**config.mk**
```make
export PLATFORM = sky130hd
export DESIGN_NAME = tpc_pin_ctrl
export DESIGN_NICKNAME = d
export VERILOG_FILES = /design/src/verilog/tpc_pkg.sv /design/src/verilog/tpc_pin_ctrl.sv
export SDC_FILE = /design/constraint.sdc
export NUM_CORES = 1
export LEC_CHECK = 0
export ABC_CLOCK_PERIOD_IN_PS = 3000
export BUFFER_PORTS_ARGS = -buffer_cell sky130_fd_sc_hd__buf_2
export CORE_ASPECT_RATIO = 1.1
export CORE_UTILIZATION = 40
export CTS_BUF_LIST = sky130_fd_sc_hd__clkbuf_2 sky130_fd_sc_hd__clkbuf_4 sky130_fd_sc_hd__clkbuf_8
export CTS_CLUSTER_DIAMETER = 30
export CTS_CLUSTER_SIZE = 12
export DETAILED_ROUTE_END_ITERATION = 7
export HOLD_SLACK_MARGIN = 0.12
export PLACE_DENSITY_LB_ADDON = 0.12
export SETUP_SLACK_MARGIN = 0.15
export SLEW_MARGIN = 5
export SYNTH_ARGS = -nofsm -noshare
export SYNTH_HDL_FRONTEND = slang
export SYNTH_SLANG_ARGS = --single-unit
```
**constraint.sdc**
```tcl
create_clock -name ref_clk -period 3 [get_ports ref_clk]
set_input_delay 0.3 -clock ref_clk [delete_from_list [all_inputs] [get_ports ref_clk]]
set_output_delay 0.3 -clock ref_clk [all_outputs]
set_load 0.01 [all_outputs]
```
**src/verilog/tpc_pkg.sv**
```systemverilog
// Purpose: Constants and types for the timer channel pin control block
// Assumes: One bus clock; pins sampled synchronously
// Notes:
// What this block does
// - Counter clock source: none, bus rate, fixed clock or external input.
// - External clock input passes a bus-clock synchronizer before the prescaler.
// - With edge/level select zero and a clock selected, output compare still flags matches with pin released.
// - Channel releases its pin when edge/level select or clock select is zero.
// - Center-aligned select with nonzero edge/level makes channel drive center PWM.
// - Without center-aligned select, mode select picks capture, compare or edge PWM.
// - Input capture makes the pin an edge input; edge/level picks edges.
// - Capture edges synchronized; pulses must last over one bus clock.
// - Output compare overrides direction and drives the pin.
// - On each compare match the pin toggles, clears or sets.
// - Toggle first selected keeps previous level until next match.
// - Edge PWM drives the pin; low edge/level bit sets polarity.
// - Edge PWM code 1:0 goes high at zero, low at match.
// - Edge PWM low bit set goes low at zero, high at match.
// - Center PWM drives each channel pin with nonzero edge/level select as output.
// - Center PWM code 1:0 clears on match counting up, sets counting down.
// - Center PWM low bit set sets on match up, clears on match down.
// - One to eight channels, each with its own pin.
// - Clock select 00 none, 01 bus rate, 10 fixed clock, 11 external.
package tpc_pkg;

  localparam int          CNT_W         = 16;
  localparam int          NUM_CH_MAX    = 8;
  localparam logic [15:0] CNT_ZERO      = 16'h0000;

  localparam logic [1:0]  CLK_NONE      = 2'h0;
  localparam logic [1:0]  CLK_BUS       = 2'h1;
  localparam logic [1:0]  CLK_FIXED     = 2'h2;
  localparam logic [1:0]  CLK_EXT       = 2'h3;

  localparam logic [1:0]  ELS_OFF       = 2'h0;
  localparam logic [1:0]  ELS_TOGGLE    = 2'h1;
  localparam logic [1:0]  ELS_CLEAR     = 2'h2;
  localparam logic [1:0]  ELS_SET       = 2'h3;
  localparam logic [1:0]  ELS_RISE      = 2'h1;
  localparam logic [1:0]  ELS_FALL      = 2'h2;

  localparam logic [1:0]  MODE_CAPTURE  = 2'h0;
  localparam logic [1:0]  MODE_COMPARE  = 2'h1;

  localparam logic        PIN_INIT      = 1'b0;

  typedef struct packed {
    logic [1:0]       channel_mode_select;
    logic [1:0]       edge_level_select;
    logic [CNT_W-1:0] channel_value;
  } tpc_ch_cfg_t;

  typedef struct packed {
    logic             count_tick;
    logic             count_down;
    logic [CNT_W-1:0] counter_value;
  } tpc_cnt_t;

endpackage
```
**src/verilog/tpc_pin_ctrl.sv**
```systemverilog
// Purpose: Clock source selection and per-channel pin control of a timer/PWM unit
// Assumes: Counter and prescaler live outside; counter state arrives as an input
// Notes: Pin output enable is low while the unit drives the pin
`timescale 1ns/10ps
module tpc_pin_ctrl import tpc_pkg::*; #(
  parameter int NUM_CH = 2
) (
  // Clock and reset
  input  wire logic                     ref_clk,
  input  wire logic                     rst_n,
  // Unit configuration and clock inputs
  input  wire logic [1:0]               clock_source_select,
  input  wire logic                     center_aligned_select,
  input  wire logic                     fixed_clock_tick,
  input  wire logic                     ext_counter_clock_in,
  // Counter state
  input  wire tpc_cnt_t                 cnt,
  // Channel configuration
  input  wire tpc_ch_cfg_t [NUM_CH-1:0] ch_cfg,
  // Channel pins
  input  wire logic [NUM_CH-1:0]        channel_pin_in,
  output logic [NUM_CH-1:0]             channel_pin_out,
  output logic [NUM_CH-1:0]             channel_pin_oe_n,
  // Status towards the counter side
  output logic                          prescaler_clock_tick,
  output logic                          counter_enable,
  output logic [NUM_CH-1:0]             capture_event,
  output logic [NUM_CH-1:0]             compare_match
);

  // External clock synchronizer and edge detect
  logic ext_sync1;
  logic ext_sync2;
  logic ext_prev;
  wire  ext_rise = ext_sync2 & ~ext_prev;

  always_ff @(posedge ref_clk or negedge rst_n) begin
    if (!rst_n) begin
      ext_sync1 <= 1'b0;
      ext_sync2 <= 1'b0;
      ext_prev  <= 1'b0;
    end else begin
      ext_sync1 <= ext_counter_clock_in;
      ext_sync2 <= ext_sync1;
      ext_prev  <= ext_sync2;
    end
  end

  // Clock source selection
  wire  clk_off = (clock_source_select == CLK_NONE);
  logic next_tick;

  always_comb begin
    unique case (clock_source_select)
      CLK_NONE:  next_tick = 1'b0;
      CLK_BUS:   next_tick = 1'b1;
      CLK_FIXED: next_tick = fixed_clock_tick;
      CLK_EXT:   next_tick = ext_rise;
    endcase
  end

  assign prescaler_clock_tick = next_tick;
  assign counter_enable       = ~clk_off;

  // Per-channel pin logic
  genvar g;
  generate
    for (g = 0; g < NUM_CH; g++) begin : g_ch
      wire [1:0] els     = ch_cfg[g].edge_level_select;
      wire [1:0] ms      = ch_cfg[g].channel_mode_select;
      wire       active  = (els != ELS_OFF) && !clk_off;
      wire       is_swt  = (els == ELS_OFF) && !clk_off && !center_aligned_select &&
                           (ms == MODE_COMPARE);
      wire       cpwm    = active && center_aligned_select;
      wire       is_cap  = active && !center_aligned_select && (ms == MODE_CAPTURE);
      wire       is_oc   = active && !center_aligned_select && (ms == MODE_COMPARE);
      wire       is_epwm = active && !center_aligned_select && ms[1];
      wire       drive   = cpwm || is_oc || is_epwm;
      wire       match   = (cnt.counter_value == ch_cfg[g].channel_value);
      wire       hit     = match && cnt.count_tick;
      wire       period0 = cnt.count_tick && (cnt.counter_value == CNT_ZERO);

      logic pin_s1;
      logic pin_s2;
      logic pin_prev;
      logic pin_level;
      logic next_level;

      wire  rise = pin_s2 & ~pin_prev;
      wire  fall = ~pin_s2 & pin_prev;

      always_comb begin
        next_level = pin_level;
        if (is_oc && hit) begin
          unique case (els)
            ELS_TOGGLE: next_level = ~pin_level;
            ELS_CLEAR:  next_level = 1'b0;
            ELS_SET:    next_level = 1'b1;
            default:    next_level = pin_level;
          endcase
        end else if (is_epwm) begin
          if (hit)
            next_level = els[0];
          else if (period0)
            next_level = ~els[0];
        end else if (cpwm && hit) begin
          next_level = cnt.count_down ^ els[0];
        end
      end

      always_ff @(posedge ref_clk or negedge rst_n) begin
        if (!rst_n) begin
          pin_s1    <= 1'b0;
          pin_s2    <= 1'b0;
          pin_prev  <= 1'b0;
          pin_level <= PIN_INIT;
        end else begin
          pin_s1    <= channel_pin_in[g];
          pin_s2    <= pin_s1;
          pin_prev  <= pin_s2;
          pin_level <= next_level;
        end
      end

      // Capture edge selection
      assign capture_event[g] = is_cap && ((els == ELS_RISE) ? rise :
                                           (els == ELS_FALL) ? fall :
                                           (rise | fall));
      assign compare_match[g]    = (is_oc || is_epwm || cpwm || is_swt) && hit;
      assign channel_pin_out[g]  = pin_level;
      assign channel_pin_oe_n[g] = ~drive;
    end
  endgenerate

endmodule

```
## After elaboration in Yosys (flattened, before gate mapping)

Cells that the tools add are included.

- Equal/unequal tests: 17
- Multiplexer cells: 17
- Reduce and logical (&&, ||, !) cells: 53
- Bitwise gates (word level): 21

Operators with widths:

| kind | number |
|---|---|
| $eq A16 B16 Y1 | 2 |
| $logic_and A1 B1 Y1 | 29 |
| $logic_not A16 Y1 | 1 |
| $mux W1 | 14 |
| $eq A2 B2 Y1 const B | 6 |
| $ne A4 B1 Y1 const B | 3 |
| $not A1 Y1 | 12 |
| $eq A2 B1 Y1 const B | 5 |
| $logic_not A2 Y1 | 5 |
| $logic_or A1 B1 Y1 | 10 |
| $pmux W1 S3 | 2 |
| $reduce_and A3 Y1 | 2 |
| $reduce_bool A3 Y1 | 2 |
| $and A1 B1 Y1 | 5 |
| $ne A4 B2 Y1 const B | 1 |
| $pmux W1 S4 | 1 |
| $reduce_bool A2 Y1 | 2 |
| $logic_not A1 Y1 | 2 |
| $or A1 B1 Y1 | 2 |
| $xor A1 B1 Y1 | 2 |

- Logic and storage cells: 119
- Input port bits: 67
- Flip-flop bits (word level): 11
- Output and inout port bits: 10

## Logic depth before layout (Yosys ltp)

Gate-level depths: netlist of run 1.

- Word-level depth: 9
- Gate-level depth with buffers: 8
- Gate-level depth less buffers: 8

## Worst setup path after synthesis of run 1

OpenSTA, ideal clock, no wires.

- Path kind: input to register
- Start: input cnt[3] (netlist name)
- End: register g_ch[0].pin_level
- Setup slack: 1.295 ns
- Data required time: 2.918 ns
- Arrival: 1.623 ns
- Stages: 6
- Buffers on the path: 0
- Setup time: 0.082 ns
- Path through: xor2_1 -> nor4_1 -> nand2_1 -> nor4_4 -> mux2_2 -> a31oi_1

- Cells in the longest elaborated chain, start to end: 5
- Elaborated cells on any way between the ends: 13
- Those cells by class: eq/ne: 3; mux: 3; reduce/logical: 7

RTL lines:

| element | line | text |
|---|---|---|
| start, declared | tpc_pin_ctrl.sv:17 | `input wire tpc_cnt_t cnt,` |
| $eq A16 B16 Y1 | tpc_pin_ctrl.sv:79 | `wire match = (cnt.counter_value == ch_cfg[g].channel_value);` |
| $logic_and A1 B1 Y1 | tpc_pin_ctrl.sv:80 | `wire hit = match && cnt.count_tick;` |
| $logic_and A1 B1 Y1, or another cell as far along | tpc_pin_ctrl.sv:94 | `if (is_oc && hit) begin` |
| $ne A4 B1 Y1 (no source line), or another cell as far along | n/a |  |
| $reduce_and A3 Y1 (no source line) / $mux W1 (equally long branches) | n/a |  |
| end signal, assigned | tpc_pin_ctrl.sv:121 | `pin_level <= next_level;` |
| end, declared | tpc_pin_ctrl.sv:86 | `logic pin_level;` |

Parallel ways exist; a longest one is shown, timed or not.
A chain may end at the register's enable or synchronous reset.

## Worst setup path after layout of run 1

- Start: input cnt[3] (netlist name)
- End: output compare_match[0]

- Cells in the longest elaborated chain, start to end: 3

RTL lines:

| element | line | text |
|---|---|---|
| $eq A16 B16 Y1 | tpc_pin_ctrl.sv:79 |  |
| $logic_and A1 B1 Y1 | tpc_pin_ctrl.sv:80 |  |
| $logic_and A1 B1 Y1 | tpc_pin_ctrl.sv:129 | `assign compare_match[g] = (is_oc \|\| is_epwm \|\| cpwm \|\| is_swt) && hit;` |
| end, declared | tpc_pin_ctrl.sv:28 | `output logic [NUM_CH-1:0] compare_match` |

Every way passes these cells.

==> metrics.md, run 1 <==
| Metric | Value |
|---|---|
| XOR/XNOR Fraction of Synth Area | 0.195 |
| DR pass1 iterations | 6 |
| Via count of the routed design | ~1500 |
| CP max FO | 3 |
| Max-slew violations | 0 |
| CP Launch Type | primary input |
| Layout Skew | ~2.1 ps |
| Synth-to-layout area growth | 33.6% |
| Worst skew pair latency | around 260 ps |
| Area contributors post-synth | dfrtp_1 20%, xnor2_1 12%, xor2_1 7.8% |
| CTS H-tree depth | 1 |
| Core area | between 0.003 and 0.004 sq mm |
| Setup TNS | 0 ps |
| Drt total wl | between 3000 and 4000 um |
| Die width | 57.3 um |
| Final setup fails | 0 |
| Max-slew headroom | 0.710 |
| Combinational share of power | 0.413 |
| Int Pwr | a little over 0.3 mW |
| Gate Count Post-Synth | between 150 and 200 |
| Pwr dens | 254 mW/mm^2 |
| Predominant post-synthesis flop cell | dfrtp_1 |
| RR Endpoint | g_ch[1].pin_level |
| CTS tree | built |
| Synth cell types | 43 |
| Crit path arrival time | about 1700 ps |
| GPL Wtd Cong | roughly 0.9 |
| CP endpoint kind | output pin |
| EDFF count, synth | 0 |
| Layout cell share with drive strength beyond 1 | 0.347 |
| FF-to-FF setup slack | ~1800 ps |
| Final hold viol count | 0 |
| Cts bufs inserted | 3 |
| Hold_sp | channel_pin_in[0] |
| Vias in the first global route | ~1500 |
| Antenna Violating Nets Remaining | 0 |
| Cell taking the most area after synthesis | dfrtp_1 |
| Nets | 321 |
| Simple-gate share of the synthesized area | 0.324 |
| Critical Path RT | about 2700 ps |
| Total gr overflow | 0 |
| Clock Path Buffers | 2 |
| Post-synthesis sequential area ratio | 0.204 |
| RR Startpoint | g_ch[1].pin_level |
| Sequential power share | 0.343 |
| Die H | around 63 um |
| Die Area | 0.00361 sq mm |
| Area after DPL | ~0.0018 sq mm |
| Synth cell count leaders | 18 x xnor2_1, 15 x nand2_1, 12 x xor2_1, 11 x dfrtp_1, 11 x inv_1 |
| YS warnings | 0 |
| Max cap viols | 0 |
| Drt initial violations | 86 |
| Synth Area in Compound Gates | 0.134 |
| FMAX | roughly 0.50 GHz |
| Clock share of power | 0.243 |
| Root Buffer Master | clkbuf_4 |
| FF-to-FF path depth | 5 |
| Hold Path Class | in -> reg |
| CTS sink count | 11 |
| Tmin final | approximately 2000 ps |
| Period utilization | 0.668 |
| Clock Pin Slew Worst Setup and Hold Paths | around 70 ps |
| Synth Register Bits | 11 |
| Adder-cell share of the synthesized area | 0.0743 |
| Global-route wire length before repair | 6090 um |
| Port Buf Inserts | 76 |
| Ys async rst share | 1.00 |
| Synth top area share | 0.204 |
| Maximum vdd drop | 0.195 mV |
| RSZ-0062 raised after global routing | no |
| Violated checks | design-rule violations |
| CP Class | in -> out |
| Leakage power | 0.867 nW |
| Hold path cells | 1 |
| Post-DR vias/cell | between 5 and 6 |
| Remaining DRCs | 9 |
| Synth Area per Inst | ~8.1 sq um |
| Top-count cell post-synth | xnor2_1 |
| Total global-route track usage | 0.211 |
| Hpwl dp | 3100 um |
| Synth Cell Area | 0.00135 sq mm |
| Hold EP | g_ch[0].pin_s1 |
| Net load switching power | 0.154 mW |
| Ant. Diodes | 0 |
| Cts repair resizes | 0 |
| Final Cell Area | roughly 0.0018 sq mm |
| Hold slack | between 100 and 150 ps |
| Pin count of the biggest net entering global routing | 12 |
| WL per Instance | 13.0 um |
| Postcts setup bufs | 0 |
| Main combinational cell family by area after synthesis | simple AND/OR/NAND/NOR gates |
| Top Ports | slightly below 80 |
| Cell Rows | 21 |
| Antenna violations before repair | 0 |
| Outcome | finished with violations |
| Mux share of post-synthesis cell area | 0.0232 |
| Syn Nets | about 240 |
| Worst slew pin tran | about 430 ps |
| Initial Utilization | 0.431 |
| Switching share of total power | 0.336 |
## layout by cell type, fill, tap and decap left out, drive strengths merged, types with 4 or more instances in the layout
master and n:
xor2 12, ha 8, nand2b 7, clkbuf 4, buf 76, nand4 6
o21ai 6, nand2 15, nor4 9, nor2 9, inv 11, nand3 7
dfrtp 11, nor3 4, xnor2 18
## registers in the layout, summed over array words and instances (netlist names)
| register | cells |
|---|---|
| g_ch.pin_prev | 2 |
| g_ch.pin_level | 2 |
| g_ch.pin_s1 | 2 |
| ext_prev | 1 |
| ext_sync2 | 1 |
| ext_sync1 | 1 |
| g_ch.pin_s2 | 2 |
## worst max path at each step
| stage | from | end | slack (ps) | cells after the start |
|---|---|---|---|---|
| 2_1_floorplan | cnt[3] | g_ch[0].pin_level | 1290 | 6 |
| 3_3_place_gp | cnt[13] | compare_match[0] | 1020 | 7 |
| 3_5_place_dp | cnt[3] | compare_match[0] | 980 | 7 |
| 4_1_cts | cnt[3] | compare_match[0] | 980 | 7 |
| 5_1_grt | cnt[13] | compare_match[0] | 890 | 7 |
| 6_report | cnt[3] | compare_match[0] | 1000 | 7 |
## metrics by stage
stage / cells / worst slack, ps / power [mW] / utilization
after floorplan: 166 / 1290 / 0.258 / -
after global placement: 273 / 1020 / 0.348 / 0.560
after detailed placement: 273 / 976 / 0.347 / 0.560
after CTS: 278 / 979 / 0.464 / 0.573
after global routing: 279 / 888 / 0.493 / 0.576
final: 279 / 996 / 0.458 / 0.576
## metal layers
layer	global-route usage	vias to the layer above	part of all wire
met1	0.251	648	0.42
met4	0.0823	0	0.013
li1	-	758	-
met3	0.0207	4	0.075
met5	0	-	0
met2	0.381	58	0.49
## kinds of logic (layout without fill, tap and decap cells)
kind of cell | Yosys count | count (layout)
AND/OR/NAND/NOR | 74 | 74
XOR/XNOR | 30 | 30
AO/OA/AOI/OAI | 26 | 26
buffers and inverters | 14 | 93
flip-flops | 11 | 11
adder cells (fa/ha/maj) | 8 | 8
multiplexers | 3 | 3
## repair_timing
| action | in CTS | in global routing |
|---|---|---|
| hold endpoints to repair | 11 | 1 |
| hold buffers | 1 | 1 |
| endpoints found under the setup margin | 0 | 0 |
## layout make-up
cell class,instances,area [sq um]
Inverter,11,41.3
Tap cell,34,42.5
Sequential cell,11,275
Clock buffer,4,30.0
Fill cell,310,1330
Multi-Input combinational cell,141,1010
Timing Repair Buffer,78,400
## power groups by stage
stage | Combinational [mW] | Clock (mW) | Sequential (mW)
after global placement | 0.188 | 0 | 0.160
after global routing | 0.213 | 0.122 | 0.158
after floorplan | 0.0985 | 0 | 0.159
after detailed placement | 0.187 | 0 | 0.160
after CTS | 0.190 | 0.116 | 0.157
final | 0.189 | 0.111 | 0.157
## critical path: stages
cell and delay (ps):
buf_2 130, xor2_1 180, nor4_1 300, nand2_1 130, nor4_4 340, and3_1 200, buf_2 120
Note: power is estimated with default switching activity, not from simulation.
==> inputs of run 2 (changes only) <==
--- a/config.mk
+++ b/config.mk
@@ -5,7 +5,8 @@
 export SDC_FILE = /design/constraint.sdc
 export NUM_CORES = 1
 export LEC_CHECK = 0
-export ABC_CLOCK_PERIOD_IN_PS = 3000
+export ABC_AREA = 1
+export ABC_CLOCK_PERIOD_IN_PS = 2000
 export BUFFER_PORTS_ARGS = -buffer_cell sky130_fd_sc_hd__buf_2
 export CORE_ASPECT_RATIO = 1.1
 export CORE_UTILIZATION = 40
==> constraint.sdc (replaced) <==
create_clock -name ref_clk -period 2 [get_ports ref_clk]
set_input_delay 0.2 -clock ref_clk [delete_from_list [all_inputs] [get_ports ref_clk]]
set_output_delay 0.2 -clock ref_clk [all_outputs]
set_load 0.01 [all_outputs]
==> metrics.md, run 2 <==
| Metric | Value |
|---|---|
| Period utilization | 0.847 |
| Post-synthesis sequential area ratio | 0.162 (-0.0427) |
| Setup TNS | 0 ps (unchanged) |
| Postcts setup bufs | 0 (unchanged) |
| Layout Skew | 0.208 ps (-1.90 ps) |
| GPL Wtd Cong | 0.997 (+14%) |
| Root Buffer Master | clkbuf_8 |
| Hpwl dp | 4360 um (+41%) |
| Remaining DRCs | 0 (-9) |
| Top Ports | 77 (unchanged) |
| Critical Path Max Stage Delay | 360 ps (+20 ps) |
| Max-slew violations | 0 (unchanged) |
| Drt total wl | 5030 um (+39%) |
| Initial Utilization | 0.424 (-0.00746) |
| Ant. Diodes | 0 (unchanged) |
| Post-DR vias/cell | 4.65 (-12%) |
| FF-to-FF path depth | 5 (unchanged) |
| RR Endpoint | g_ch[0].pin_level |
| RSZ-0062 raised after global routing | yes |
| Crit path arrival time | 1490 ps (-210 ps) |
| Cts repair resizes | 0 (unchanged) |
| CP max FO | 3 (unchanged) |
| Gate Count Post-Synth | 327 (+97%) |
| Predominant post-synthesis flop cell | dfrtp_1 |
| Critical Path RT | 1800 ps (-900 ps) |
| Final hold viol count | 0 (unchanged) |
| Vias in the first global route | 2038 (+39%) |
| YS warnings | 0 (unchanged) |
| Cts bufs inserted | 3 (unchanged) |
| Core area | 0.00402 sq mm (+29%) |
| Max cap viols | 0 (unchanged) |
| Die Area | 0.00453 sq mm (+26%) |
| Slowest CP cell | dfrtp_1 |
| Final setup fails | 0 (unchanged) |
| Synth Area per Inst | 5.21 sq um (-36%) |
| CP endpoint kind | output pin |
| FMAX | 0.591 GHz |
| Worst slew pin tran | 504 ps (+75.4 ps) |
| Synth Cell Area | 0.00170 sq mm (+26%) |
| Top-count cell post-synth | nand2_1 |
| Place WS | 411 ps (-565 ps) |
| Tmin final | about 1700 ps |
| Nets | 485 (+51%) |
| Hold path cells | 0 (-1) |
| CP Launch Type | flop |
| Synth-to-layout area growth | 30.3% |
| Most frequent cells in the layout | 122 x nand2_1, 76 x buf_2, 57 x inv_1 |
| Area contributors post-synth | nand2_1 27%, dfrtp_1 16%, inv_1 13% |
| Crit path max-delay family | flip-flops |
| Drt initial violations | 110 (+28%) |
| Max-slew headroom | 0.661 (-0.0491) |
| Die H | 70.5 um (+12%) |
| Hold EP | g_ch[0].pin_s2 |
| FF-to-FF setup slack | 1090 ps (-690 ps) |
| Pin count of the biggest net entering global routing | 12 (unchanged) |
| Final WS setup | 307 ps (-689 ps) |
| Outcome | finished, final reports clean |
| RR Startpoint | g_ch[0].pin_level |
| Clock Pin Slew Worst Setup and Hold Paths | 50 ps (-20 ps) |
| Cell taking the most area after synthesis | nand2_1 |
| Syn Nets | 402 (+67%) |
| Antenna Violating Nets Remaining | 0 (unchanged) |
| Total gr overflow | 0 (unchanged) |
| Cell Rows | 24 (+14%) |
| CP Class | reg -> out |
| Pwr dens | 362 mW/mm^2 (+43%) |
| CTS H-tree depth | 1 (unchanged) |
| Clock Path Buffers | 2 (unchanged) |
| Maximum vdd drop | 0.397 mV (+100%) |
| Synth top area share | 0.269 (+0.0645) |
| CTS tree | built |
| Die width | 64.2 um (+12%) |
| Via count of the routed design | 2143 (+46%) |
| Synth cell types | 25 (-42%) |
| Hold_sp | g_ch[0].pin_s1 |
| Worst skew pair latency | 240 ps (-20 ps) |
| Core Util, Final | 0.552 (-0.0239) |
| Layout cell share with drive strength beyond 1 | 0.262 (-0.0853) |
| Port Buf Inserts | 76 (unchanged) |
| Leakage power | 1.43 nW (+65%) |
| Ys async rst share | 1.00 (unchanged) |
| Most common cell after layout, fill and taps aside | nand2_1 |
| Cells along the critical path | inv_1 > ha_1 > o21ai_0 > a21oi_1 > nor4_1 > buf_2 |
| Synth Register Bits | 11 (unchanged) |
| DR pass1 iterations | 4 (-2) |
| Total global-route track usage | 0.238 (+0.0271) |
| Global-route wire length before repair | 8330 um (+37%) |
| CTS sink count | 11 (unchanged) |
| Hold Path Class | reg -> reg |
| Synth cell count leaders | 122 x nand2_1, 57 x inv_1, 41 x nor2_1, 17 x nand3_1, 12 x inv_2 |
| EDFF count, synth | 0 (unchanged) |
| Antenna violations before repair | 0 (unchanged) |
| Crit path buf inv count | 2 (unchanged) |
| WL per Instance | 10.9 um (-16%) |
[run 2: cell count changes after synthesis, moves of 3 or more]
cell | before | now
a21oi_1 | 3 | 11
xnor2_1 | 18 | 4
nand3_1 | 7 | 17
nand2b_1 | 7 | 0
nand2_1 | 15 | 122
nor2_2 | 0 | 8
nand2_2 | 0 | 3
nor4_1 | 7 | 1
nand4_1 | 6 | 10
xor2_1 | 12 | 1
inv_1 | 11 | 57
nor4b_1 | 3 | 0
nor2_1 | 9 | 41
inv_2 | 0 | 12
[run 2: timing repair]
action / CTS / global route
endpoints found under the setup margin: 0 / 1
hold buffers: 4 / 0
hold endpoints to repair: 14 / 0
[run 2: how the worst max path moves through the flow]
stage	from	to	slack [ps]	cells past startpoint
after floorplan	g_ch[0].pin_s2	capture_event[0]	600	5
after global placement	ch_cfg[16]	g_ch[0].pin_level	440	12
after detailed placement	ch_cfg[16]	g_ch[0].pin_level	410	12
after CTS	g_ch[0].pin_s2	capture_event[0]	270	6
after global routing	g_ch[0].pin_s2	capture_event[0]	130	6
final	g_ch[0].pin_s2	capture_event[0]	310	6
[run 2: logic make-up after synthesis]
| kind of cell | share of synthesized area |
|---|---|
| AND/OR/NAND/NOR | 0.524 |
| buffers and inverters | 0.161 |
| AO/OA/AOI/OAI | 0.0698 |
| flip-flops | 0.162 |
| adder cells (fa/ha/maj) | 0.0587 |
| XOR/XNOR | 0.0257 |
[run 2: routing by layer]
layer / share of wire / up-vias / GRT usage
met1: 0.42 / 896 / 0.264
met2: 0.49 / 76 / 0.444
li1: - / 1158 / -
met5: 0 / - / 0
met4: 0.031 / 0 / 0.104
met3: 0.057 / 13 / 0.0310
[run 2: through the flow]
stage	power (mW)	cells	hold WS, ps	area [sq um]
floorplan	0.428	327	-95.6	1700
global placement	0.573	453	82.3	2130
detailed placement	0.574	453	81.1	2130
CTS	0.812	461	344	2220
global route	0.869	461	355	2220
finish	0.805	461	351	2220
[run 2: cell type report]
cell class / count / area (sq um)
inverter: 69 / 259
fill: 445 / 1800
sequential: 11 / 275
multi-input combinational: 245 / 1150
clock inverter: 1 / 5.00
timing repair buffer: 80 / 420
clock buffer: 3 / 41.3
tap: 52 / 65.1
[run 2: worst register-to-register path, stage by stage, from the launching register on]
cell	delay (ps)
dfrtp_1	400
o21ai_0	190
nor2_2	70
nor2_1	90
nand2_1	50
nand2_1	50
[run 2: power breakdown]
part	switching, mW	internal (mW)
Clock	0.0893	0.137
Combinational	0.202	0.139
Sequential	0.00472	0.232
